## src/verilog/acl_pkg.sv

```systemverilog
// Constants, carriers and states for the AC-link secondary codec port
package acl_pkg;

	// ==========================================
	// Clock and timing
	localparam int CLK_PERIOD_NS = 20;
	localparam int RESET_MIN_NS  = 1000;
	localparam int WARM_CYC      = (RESET_MIN_NS + CLK_PERIOD_NS - 1) / CLK_PERIOD_NS;
	localparam int READY_FRAMES  = 2;

	// ==========================================
	// Frame layout
	localparam int       TAG_BITS   = 16;
	localparam int       SLOT_BITS  = 20;
	localparam int       NUM_SLOTS  = 12;
	localparam logic [8:0] POS_IDLE = 9'h100;
	localparam logic [3:0] SLOT_CMD   = 4'h1;
	localparam logic [3:0] SLOT_DATA  = 4'h2;
	localparam logic [3:0] SLOT_MODEM = 4'h5;
	localparam int       TAG_VALID  = 15;
	localparam int       TAG_CMD    = 14;
	localparam int       TAG_DATA   = 13;
	localparam int       TAG_MODEM  = 10;

	// ==========================================
	// Codec register file
	localparam logic [6:0]  REG_RESET_IDX = 7'h3C;
	localparam logic [15:0] REG_DEFAULT   = 16'h0000;

	// ==========================================
	// APB register map
	localparam logic [7:0] ADDR_CTRL   = 8'h00;
	localparam logic [7:0] ADDR_STATUS = 8'h04;
	localparam logic [7:0] ADDR_MRX    = 8'h08;
	localparam logic [7:0] ADDR_MTX    = 8'h0C;
	localparam logic [7:0] ADDR_TAGS   = 8'h10;

	typedef struct packed {
		logic [3:0] slot;
		logic [4:0] bpos;
	} acl_pos_t;

	typedef struct packed {
		logic       rd;
		logic [6:0] idx;
	} acl_cmd_t;

	typedef enum logic [0:0] {
		LS_NOT_READY = 1'b0,
		LS_READY     = 1'b1
	} acl_ready_t;

endpackage
```

## src/verilog/acl_codec.sv

```systemverilog
// AC-link secondary codec port: framing, slot handling, codec registers, APB view
// Notes on behaviour
// Frames hold a 16-bit tag slot and twelve 20-bit slots, 48 kHz.
// Bit clock is only an input; device never generates it.
// Controller makes SYNC by dividing bit clock by 256.
// Input-line data changes on bit clock rise; output line sampled on fall.
// Link reset low returns all logic, registers included, to defaults; en_q and prdata_q clear on rst_i only.
// SYNC high 1 us without bit clock restarts framing, registers kept.
// Write to index 3Ch restores only the register file.
// Controller waits for codec ready before modem traffic.
// 12.288 MHz bit clock, 256 bit periods per frame.
// Slot 0 tag bit set means matching slot carries valid data.
// Source drives zeros throughout any slot tagged invalid.
// Controller holds SYNC high 16 bits for tag phase.
// Register contents survive halted clock, SYNC and data.
// Output slot 0 bit 15 flags a frame with valid data.
// Twelve bits after frame-valid are tags for slots one to twelve.
// SYNC rise sampled on the fall; first bit follows next rise.
// Controller sends MSB first, invalid slots zero.
// Controller zero-pads short samples in valid slots.
// Slots 1-2 carry register access both ways, slot 5 modem data.
// Link uses bit clock, SYNC, data in, data out, reset_n.
// Input slot 0 bit 15 reports codec ready after reset settles.
// Slot 1 bit 19 read flag, 18:12 index; slot 2 19:4 data.
// Output slot 5 validity is tag bit 10.
// Bit counter cleared on sampled SYNC rise derives slot bounds.
// Input-line output zero in reset and in untagged slots.
`timescale 1ns/10ps
module acl_codec
	import acl_pkg::*;
(
	// System
	input  wire logic        ref_clk_i,
	input  wire logic        rst_i,
	// APB slave
	input  wire logic        psel,
	input  wire logic        penable,
	input  wire logic        pwrite,
	input  wire logic [7:0]  paddr,
	input  wire logic [31:0] pwdata,
	output logic      [31:0] prdata,
	output logic             pready,
	output logic             pslverr,
	// AC-link pins
	input  wire logic        bit_clk_i,
	input  wire logic        sync_i,
	input  wire logic        sdata_out_i,
	input  wire logic        reset_n_i,
	output logic             sdata_in_o
);

	// ==========================================
	// Position decode
	function automatic acl_pos_t pos_decode(input logic [7:0] p);
		acl_pos_t r;
		logic [7:0] q;
		r = '0;
		q = p - 8'(TAG_BITS);
		if (p < 8'(TAG_BITS)) begin
			r.slot = 4'h0;
			r.bpos = 5'(TAG_BITS - 1) - p[4:0];
		end else begin
			r.slot = 4'(q / 8'(SLOT_BITS)) + 4'h1;
			r.bpos = 5'(SLOT_BITS - 1) - 5'(q % 8'(SLOT_BITS));
		end
		return r;
	endfunction

	// ==========================================
	// Pin synchronisers
	logic bclk_s1, bclk_s2, bclk_s3;
	logic sync_s1, sync_s2, sdo_s1, sdo_s2, rstn_s1, rstn_s2;

	always_ff @(posedge ref_clk_i) begin
		if (rst_i) begin
			{bclk_s1, bclk_s2, bclk_s3} <= 3'h0;
			{sync_s1, sync_s2, sdo_s1, sdo_s2} <= 4'h0;
			{rstn_s1, rstn_s2} <= 2'h0;
		end else begin
			bclk_s1 <= bit_clk_i;
			bclk_s2 <= bclk_s1;
			bclk_s3 <= bclk_s2;
			sync_s1 <= sync_i;
			sync_s2 <= sync_s1;
			sdo_s1  <= sdata_out_i;
			sdo_s2  <= sdo_s1;
			rstn_s1 <= reset_n_i;
			rstn_s2 <= rstn_s1;
		end
	end

	logic rise, fall, rst_all;
	assign rise    = bclk_s2 & ~bclk_s3;
	assign fall    = ~bclk_s2 & bclk_s3;
	assign rst_all = rst_i | ~rstn_s2;

	// ==========================================
	// Warm reset detect
	logic [7:0] idle_q;
	logic       warm;
	assign warm = (idle_q == 8'(WARM_CYC - 1)) & sync_s2 & ~rise & ~fall;

	always_ff @(posedge ref_clk_i) begin
		if (rst_all || rise || fall || !sync_s2) begin
			idle_q <= 8'h00;
		end else if (idle_q != 8'(WARM_CYC)) begin
			idle_q <= idle_q + 8'h01;
		end
	end

	// ==========================================
	// Frame counter
	logic [8:0] pos_q;
	logic       sync_prev_q, frame_start, in_frame;
	acl_pos_t   pos;
	assign frame_start = fall & sync_s2 & ~sync_prev_q;
	assign in_frame    = (pos_q != POS_IDLE);
	assign pos         = pos_decode(pos_q[7:0]);

	always_ff @(posedge ref_clk_i) begin
		if (rst_all) begin
			sync_prev_q <= 1'b0;
			pos_q       <= POS_IDLE;
		end else if (warm) begin
			sync_prev_q <= 1'b0;
			pos_q       <= POS_IDLE;
		end else if (fall) begin
			sync_prev_q <= sync_s2;
			if (frame_start) begin
				pos_q <= 9'h000;
			end else if (in_frame) begin
				pos_q <= pos_q + 9'h001;
			end
		end
	end

	// ==========================================
	// Output-line receive
	logic [19:0] shift_q;
	logic [15:0] tags_q;
	acl_cmd_t    cmd_q;
	logic [19:0] rx_word;
	logic        rx_end;
	assign rx_word = {shift_q[18:0], sdo_s2};
	assign rx_end  = fall & in_frame & ~frame_start & (pos.bpos == 5'h00);

	always_ff @(posedge ref_clk_i) begin
		if (rst_all) begin
			shift_q <= 20'h00000;
			tags_q  <= 16'h0000;
			cmd_q   <= '0;
		end else if (fall && in_frame && !frame_start) begin
			shift_q <= rx_word;
			if (rx_end && pos.slot == 4'h0) begin
				tags_q <= rx_word[15:0];
			end
			if (rx_end && pos.slot == SLOT_CMD) begin
				cmd_q <= rx_word[19:12];
			end
		end
	end

	logic cmd_done, cmd_ok, reg_wr, rd_set;
	assign cmd_done = rx_end & (pos.slot == SLOT_DATA);
	assign cmd_ok   = cmd_done & tags_q[TAG_VALID] & tags_q[TAG_CMD];
	assign reg_wr   = cmd_ok & ~cmd_q.rd & tags_q[TAG_DATA] & ~cmd_q.idx[0];
	assign rd_set   = cmd_ok & cmd_q.rd;

	// ==========================================
	// Codec register file
	logic [15:0] regs_q [64];

	always_ff @(posedge ref_clk_i) begin
		if (rst_all || (reg_wr && cmd_q.idx == REG_RESET_IDX)) begin
			for (int i = 0; i < 64; i++) begin
				regs_q[i] <= REG_DEFAULT;
			end
		end else if (reg_wr) begin
			regs_q[cmd_q.idx[6:1]] <= rx_word[19:4];
		end
	end

	// ==========================================
	// Modem slot and read return
	logic [15:0] mrx_q, mtx_q, rd_data_q;
	logic [6:0]  rd_idx_q;
	logic        mrx_new_q, mtx_pend_q, rd_pend_q, rd_v_q, md_v_q, en_q;
	logic        mrx_set, mrx_clr, mtx_set, apb_rd, apb_wr;
	assign apb_rd  = psel & ~penable & ~pwrite;
	assign apb_wr  = psel & penable & pwrite;
	assign mrx_set = rx_end & (pos.slot == SLOT_MODEM) & tags_q[TAG_MODEM];
	assign mrx_clr = apb_rd & (paddr == ADDR_MRX);
	assign mtx_set = apb_wr & (paddr == ADDR_MTX);

	always_ff @(posedge ref_clk_i) begin
		if (rst_all) begin
			mrx_q     <= 16'h0000;
			mrx_new_q <= 1'b0;
		end else if (mrx_set) begin
			mrx_q     <= rx_word[19:4];
			mrx_new_q <= 1'b1;
		end else if (mrx_clr) begin
			mrx_new_q <= 1'b0;
		end
	end

	always_ff @(posedge ref_clk_i) begin
		if (rst_all) begin
			rd_pend_q <= 1'b0;
			rd_idx_q  <= 7'h00;
		end else if (rd_set) begin
			rd_pend_q <= 1'b1;
			rd_idx_q  <= cmd_q.idx;
		end else if (frame_start) begin
			rd_pend_q <= 1'b0;
		end
	end

	always_ff @(posedge ref_clk_i) begin
		if (rst_all) begin
			mtx_q      <= 16'h0000;
			mtx_pend_q <= 1'b0;
		end else if (mtx_set) begin
			mtx_q      <= pwdata[15:0];
			mtx_pend_q <= 1'b1;
		end else if (frame_start && en_q) begin
			mtx_pend_q <= 1'b0;
		end
	end

	// Tags of the input frame are fixed at its start
	always_ff @(posedge ref_clk_i) begin
		if (rst_all) begin
			rd_v_q    <= 1'b0;
			md_v_q    <= 1'b0;
			rd_data_q <= 16'h0000;
		end else if (frame_start) begin
			rd_v_q    <= rd_pend_q;
			md_v_q    <= mtx_pend_q & en_q;
			rd_data_q <= rd_idx_q[0] ? 16'h0000 : regs_q[rd_idx_q[6:1]];
		end
	end

	// ==========================================
	// Codec ready
	acl_ready_t rdy_q;
	logic [1:0] frm_cnt_q;

	always_ff @(posedge ref_clk_i) begin
		if (rst_all || warm) begin
			frm_cnt_q <= 2'h0;
			rdy_q     <= LS_NOT_READY;
		end else if (frame_start) begin
			unique case (rdy_q)
				LS_NOT_READY: begin
					frm_cnt_q <= frm_cnt_q + 2'h1;
					if (frm_cnt_q == 2'(READY_FRAMES - 1)) begin
						rdy_q <= LS_READY;
					end
				end
				LS_READY: begin
					frm_cnt_q <= frm_cnt_q;
				end
			endcase
		end
	end

	// ==========================================
	// Input-line transmit
	logic [19:0] tx_word;
	logic        sdin_q;

	always_comb begin
		tx_word = 20'h00000;
		unique case (pos.slot)
			4'h0:       tx_word = {4'h0, rdy_q == LS_READY, rd_v_q, rd_v_q, 2'h0, md_v_q, 10'h000};
			SLOT_CMD:   tx_word = rd_v_q ? {1'b0, rd_idx_q, 12'h000} : 20'h00000;
			SLOT_DATA:  tx_word = rd_v_q ? {rd_data_q, 4'h0} : 20'h00000;
			SLOT_MODEM: tx_word = md_v_q ? {mtx_q, 4'h0} : 20'h00000;
			default:    tx_word = 20'h00000;
		endcase
	end

	always_ff @(posedge ref_clk_i) begin
		if (rst_all) begin
			sdin_q <= 1'b0;
		end else if (rise) begin
			sdin_q <= in_frame ? tx_word[pos.bpos] : 1'b0;
		end
	end
	assign sdata_in_o = sdin_q;

	// ==========================================
	// APB slave
	logic [31:0] prdata_q;
	logic        mapped;
	assign mapped = (paddr == ADDR_CTRL) | (paddr == ADDR_STATUS) | (paddr == ADDR_MRX)
		| (paddr == ADDR_MTX) | (paddr == ADDR_TAGS);

	always_ff @(posedge ref_clk_i) begin
		if (rst_i) begin
			en_q <= 1'b0;
		end else if (apb_wr && paddr == ADDR_CTRL) begin
			en_q <= pwdata[0];
		end
	end

	always_ff @(posedge ref_clk_i) begin
		if (rst_i) begin
			prdata_q <= 32'h00000000;
		end else if (apb_rd) begin
			unique case (paddr)
				ADDR_CTRL:   prdata_q <= {31'h0, en_q};
				ADDR_STATUS: prdata_q <= {28'h0, tags_q[TAG_VALID], mtx_pend_q, mrx_new_q, rdy_q == LS_READY};
				ADDR_MRX:    prdata_q <= {16'h0, mrx_q};
				ADDR_MTX:    prdata_q <= {16'h0, mtx_q};
				ADDR_TAGS:   prdata_q <= {16'h0, tags_q};
				default:     prdata_q <= 32'h00000000;
			endcase
		end
	end
	assign prdata  = prdata_q;
	assign pready  = 1'b1;
	assign pslverr = psel & penable & ~mapped;
endmodule

```

## config.mk

```make
export PLATFORM = sky130hd
export DESIGN_NAME = acl_codec
export DESIGN_NICKNAME = d
export VERILOG_FILES = /design/src/verilog/acl_pkg.sv /design/src/verilog/acl_codec.sv
export SDC_FILE = /design/constraint.sdc
export NUM_CORES = 2
export LEC_CHECK = 0
export BUFFER_PORTS_ARGS = -buffer_cell sky130_fd_sc_hd__buf_2
export CAP_MARGIN = 20
export CELL_PAD_IN_SITES_DETAIL_PLACEMENT = 1
export CELL_PAD_IN_SITES_GLOBAL_PLACEMENT = 1
export CORE_UTILIZATION = 59
export CTS_BUF_LIST = sky130_fd_sc_hd__clkbuf_4 sky130_fd_sc_hd__clkbuf_8
export DETAILED_ROUTE_END_ITERATION = 7
export PLACE_DENSITY_LB_ADDON = 0.1
export SETUP_SLACK_MARGIN = 0.02
export SYNTH_ARGS = -nofsm -noshare
export SYNTH_HDL_FRONTEND = slang
export SYNTH_SLANG_ARGS = --single-unit
export TNS_END_PERCENT = 5
```

## constraint.sdc

```tcl
create_clock -name ref_clk_i -period 19.47 [get_ports ref_clk_i]
set_input_delay 1.947 -clock ref_clk_i [delete_from_list [all_inputs] [get_ports ref_clk_i]]
set_output_delay 1.947 -clock ref_clk_i [all_outputs]
set_load 0.01 [all_outputs]
```

* After elaboration in Yosys (flattened, before gate mapping)
Memory sizes are Yosys's and may differ from the RTL's. A register that Yosys moved wholly into a read port is not among the register bits. Index checks and enable logic that the tools add are counted. Widths: inputs -> output; s select.
Storage, ports and cells: flip-flop bits (word level) 167, memory bits (writable) 1024, bits of input ports 49, memories 1
Cells by class: add/subtract/negate cells 7, divide/modulo/power cells 2, $lt $le $gt $ge 2, equality and inequality tests 12, mux-type cells 31, bitwise operators 45, reductions and logical operators 27
Memories:
- regs_q | words 64, bits a word 16, read ports 1, clocked after Yosys merged registers in 1, write ports 64, RTL line acl_codec.sv:171 | logic [15:0] regs_q [64];
Operator list (number):
- $pmux 16 s5 | 1
- $pmux 20 s4 | 1
- $mux 20 | 2
- $mux 16 | 2
- $and 1x1->1 | 27
- $mux 9 | 3
- $mux 19 | 1
- $mux 6 | 3
- $eq 8x4->1 const B | 2
- $mux 1 | 16
- $reduce_or 16->1 | 1
- $not 1->1 | 13
- $add 9x1->9 const B | 1
- $ne 9x9->1 const B | 1
- $add 8x1->8 const B | 1
- $div 8x5->8 const B | 1
- $eq 8x3->1 const B | 1
- $eq 8x5->1 const B | 1
- $eq 8x6->1 const B | 1
- $logic_not 8->1 | 1
- $lt 8x5->1 const B | 1
- $mod 8x5->8 const B | 1
- $ne 8x6->1 const B | 1
- $reduce_and 2->1 | 4
- other kinds (21) | 39

* Logic depth before layout (Yosys ltp)
word-level depth 19, mapped depth 24, gate-level depth less buffers 18

* Worst setup path before layout
Ideal clock, no wire load.
kind reg2reg, start register pos_q[4], end memory regs_q[31][0] (enable), arrival 5848 ps, data required time 19059 ps, slack 13210 ps, cell stages (with the launch flop) 23, buffers on the path 5, clock period less this slack 6260 ps, cell sequence dfxtp_1 buf_6 clkinv_1 ha_1 buf_1 nand2_1 a21o_1 a211o_1 and3_4 a21o_1 or2_2 buf_2 nand2_1 xor2_1 ha_1 nand2_1 o21ai_0 a2111o_4 nor4_4 nand3_1 buf_2 clkbuf_1 o21ai_0
RTL lines:
- from (decl) | RTL line acl_codec.sv:113 | logic [8:0] pos_q;
- from (signal assigned) | RTL line acl_codec.sv:132 | pos_q <= pos_q + 9'h001;
- to (decl) | RTL line acl_codec.sv:171

==> reports/metrics.csv <==
metric,value,unit
layout cells sized above 1,0.219,
fmax,107,MHz
drt first pass iters,5,
worst vdd ir,70.8,uV
M1 GR Usage,0.480,
Crit Path Category,flop to flop,
DRT Wirelength,157000,um
Avg Vias per Cell,6.55,
max-cap violations,0,
Die Wd,298,um
Tcrit/Tclk final,0.482,
vias in the first global route,35300,
Critical-path top delay cell,a22oi_1,
post-layout min period,9.38,ns
area of the multi-input gates,0.0167,mm2
setup tns final,0,ns
Worst setup startpoint,pos_q[4]$_SDFFE_PP0P_,
first-pass GRT wire length,232000,um
Non-Filler Instances,5094,
Root Driver,clkbuf_8,
post_cts resized,0,
gr busiest metal,met2,
R2R depth,20,
worst r2r dst,regs_q[23][6]$_SDFFCE_PN0P_,
Synth Flop Type,edfxtp_1,
Tightest Pin Transition,1.26,ns
Post-CTS Hold Buffers,0,
GRT Total Usage,0.362,
met3 usage,0.0662,
CP Depth,20,
grt met2 use,0.591,
status,finished clean,
crit path capture,regs_q[23][6]$_SDFFCE_PN0P_,
CP Cell Sequence,"clkinv_1, ha_1, xnor2_1, o2111a_1, a21oi_1, a22oi_1, nor2_1, or2_2, nand2_1, xor2_1, ha_1, nand2_1, o21ai_0, a2111o_4, nor4_4, nand3_4, buf_4, buf_4, o21ai_2, buf_4",
clock-pin slew on the worst setup and hold paths,0.07,ns
Avg WL per Cell,30.9,um
Cells after Synth,3706,
startpoint types,flop,
fin util,0.659,
max incr delay on CP,0.85,ns
number of cell rows,108,
Fill cells,8005,
hold depth,1,
Worst Skew,0.0407,ns
initial core utilization,0.595,
Post-synth EDFFs,1024,
grt ovf,0,
yosys warns,0,
gpl congestion,0.859,
largest net degree at the start of global routing,117,
via count,33400,
Final ANT Viol Nets,0,
Hold Slack,0.452,ns
CP most frequent cell,buf_4,
P per Cell Area,88.1,mW/mm2
Leak,20.0,nW
setup violators final,0,
number of antenna violations at the first check in global routing,12,
Post-CTS Setup Inserts,0,
DRT iter0 DRCs,3607,
DIE AREA,0.0885,mm2
Mean Syn Cell Area,13.9,um2
clk_lat worst skew,0.88,ns
Total Power,5.03,mW
FF-to-FF setup slack,10.09,ns
num ports,84,
Post-DP HPWL,95300,um
Area Growth Syn to Fin,10.8,%
Critical Path RT,20.01,ns
CTS tree,built,
clock buffer depth,3,
CTS buffer count,188,
Fin. Hold Viols,0,
Yosys cell types,78,
Crit path max-delay family,compound AO/OA/AOI/OAI gates,
post-synthesis sequential area ratio,0.658,
Sink Count,1181,
"Arr. time, crit path",9.92,ns
Max Fanout on Critical Path,58,
Yosys reg bits,1181,
RR Startpoint,pos_q[4]$_SDFFE_PP0P_,
die height,298,um
final slew viol count,0,
Worst setup EP type,flop,
asr flop ratio synth,0,
DP Cell Count,4740,
CTS H-tree depth,4,
Slew headroom,0.161,
"Cell Area, Synth",0.0515,mm2
Hold Crit Class,flop to flop,
Port Buf Inserts,50,
Nets,3849,
WP buf/inv,4,
Reg area,0.0339,mm2
RSZ-0062 raised after global routing,no,
DRC viols,0,
core area,0.0866,mm2
## cell usage in the layout (no fill, tap or decap), types with 7 or more instances in the layout
cell type	Yosys	layout
nand2_1	262	258
and3_1	9	9
o21ai_2	0	37
mux4_2	336	336
a221oi_1	9	9
ha_1	13	13
edfxtp_1	1024	1024
nor2b_1	15	15
clkinv_1	1	44
clkbuf_8	0	202
xor2_1	11	11
a211o_1	7	7
nand3_1	23	21
clkbuf_4	0	65
buf_4	18	100
a21oi_1	49	49
a22oi_1	34	34
mux2i_1	66	66
nor2_1	1139	1138
inv_1	12	12
nor3_1	11	9
xnor2_1	12	12
a21o_1	7	7
conb_1	2	33
dfxtp_1	157	153
o21ai_1	0	26
o21ai_0	85	22
clkinv_2	0	14
buf_2	36	50
## cells in the mapped netlist, drive strengths merged (3+ instances only)
library cell  instances  share of area
o21ai                85         0.0083
a221o                 4        0.00078
nor4b                 3        0.00051
dfxtp               157          0.061
nand3b                6        0.00087
o31ai                 3        0.00044
a211oi                7         0.0011
and2                  6        0.00073
o31a                  3        0.00051
a21o                  7         0.0010
nand3                23         0.0022
nor2               1139          0.083
a22oi                34         0.0050
and3                 10         0.0013
nand2b                5        0.00061
mux2i                66          0.013
nor4                  8         0.0021
a211o                 7         0.0012
o211ai                3        0.00044
xnor2                12         0.0020
or3                   6        0.00073
and3b                 3        0.00051
nand2               262          0.019
nor2b                15         0.0018
inv                  13        0.00095
nor3                 11         0.0011
and4                  4        0.00068
o21a                  3        0.00044
mux4                336           0.15
nor3b                 5        0.00073
nand4                 4        0.00049
a221oi                9         0.0015
xor2                 11         0.0019
buf                  99         0.0097
a21oi                49         0.0048
edfxtp             1024           0.60
ha                   13         0.0032
clkbuf              204          0.015
## power by group
group | internal, mW | switching [mW] | leakage [nW]
Sequential | 2.78 | 0.0188 | 13.5
Combinational | 0.0338 | 0.0587 | 4.49
Clock | 1.15 | 0.986 | 1.97
## flip-flops by register name, summed over array words and instances (netlist names), 2 cells and up, named ones only
signal,count
regs_q,1024
shift_q,19
mrx_q,16
mtx_q,16
prdata,16
rd_data_q,16
tags_q,16
pos_q,9
cmd_q,8
idle_q,8
rd_idx_q,7
frm_cnt_q,2
## metrics by stage
step,setup slack (ns),area (um2)
2_1_floorplan,13.21,51700
3_3_place_gp,10.56,53100
3_5_place_dp,10.25,53200
4_1_cts,10.22,56900
5_1_grt,9.78,57100
6_report,10.09,57100
## area by class of cell
type                            instances  share of cell area
Sequential cell                      1181               0.594
Multi-Input combinational cell       2239               0.292
Clock buffer                          267              0.0572
Tap cell                             1155              0.0253
Timing Repair Buffer                  163              0.0222
Clock inverter                         69             0.00804
Inverter                               14            0.000920
Antenna cell                            6            0.000263
## worst min path at each step
stage                  startpoint            endpoint  slack (ns)
2_1_floorplan  bclk_s1$_SDFF_PP0_  bclk_s2$_SDFF_PP0_        0.41
5_1_grt         sdo_s1$_SDFF_PP0_   sdo_s2$_SDFF_PP0_        0.48
4_1_cts        rstn_s1$_SDFF_PP0_  rstn_s2$_SDFF_PP0_        0.46
3_3_place_gp   rstn_s1$_SDFF_PP0_  rstn_s2$_SDFF_PP0_        0.43
3_5_place_dp    sdo_s1$_SDFF_PP0_   sdo_s2$_SDFF_PP0_        0.45
6_report       rstn_s1$_SDFF_PP0_  rstn_s2$_SDFF_PP0_        0.45
## metal layers
metal,part of all wire,wire (um)
met3,0.092,14600
met5,0.00015,23
met1,0.38,59100
met2,0.49,77500
met4,0.040,6350
## cells by family (layout without fill, tap and decap cells)
group,after synthesis,after routing,synth area share
flip-flops,1181,1181,0.658
multiplexers,404,404,0.160
other,2,39,0.000146
adder cells (fa/ha/maj),13,13,0.00316
AO/OA/AOI/OAI,245,245,0.0310
buffers and inverters,317,513,0.0256
AND/OR/NAND/NOR,1520,1520,0.118
XOR/XNOR,24,24,0.00435
(Power assumes the default switching activity.)
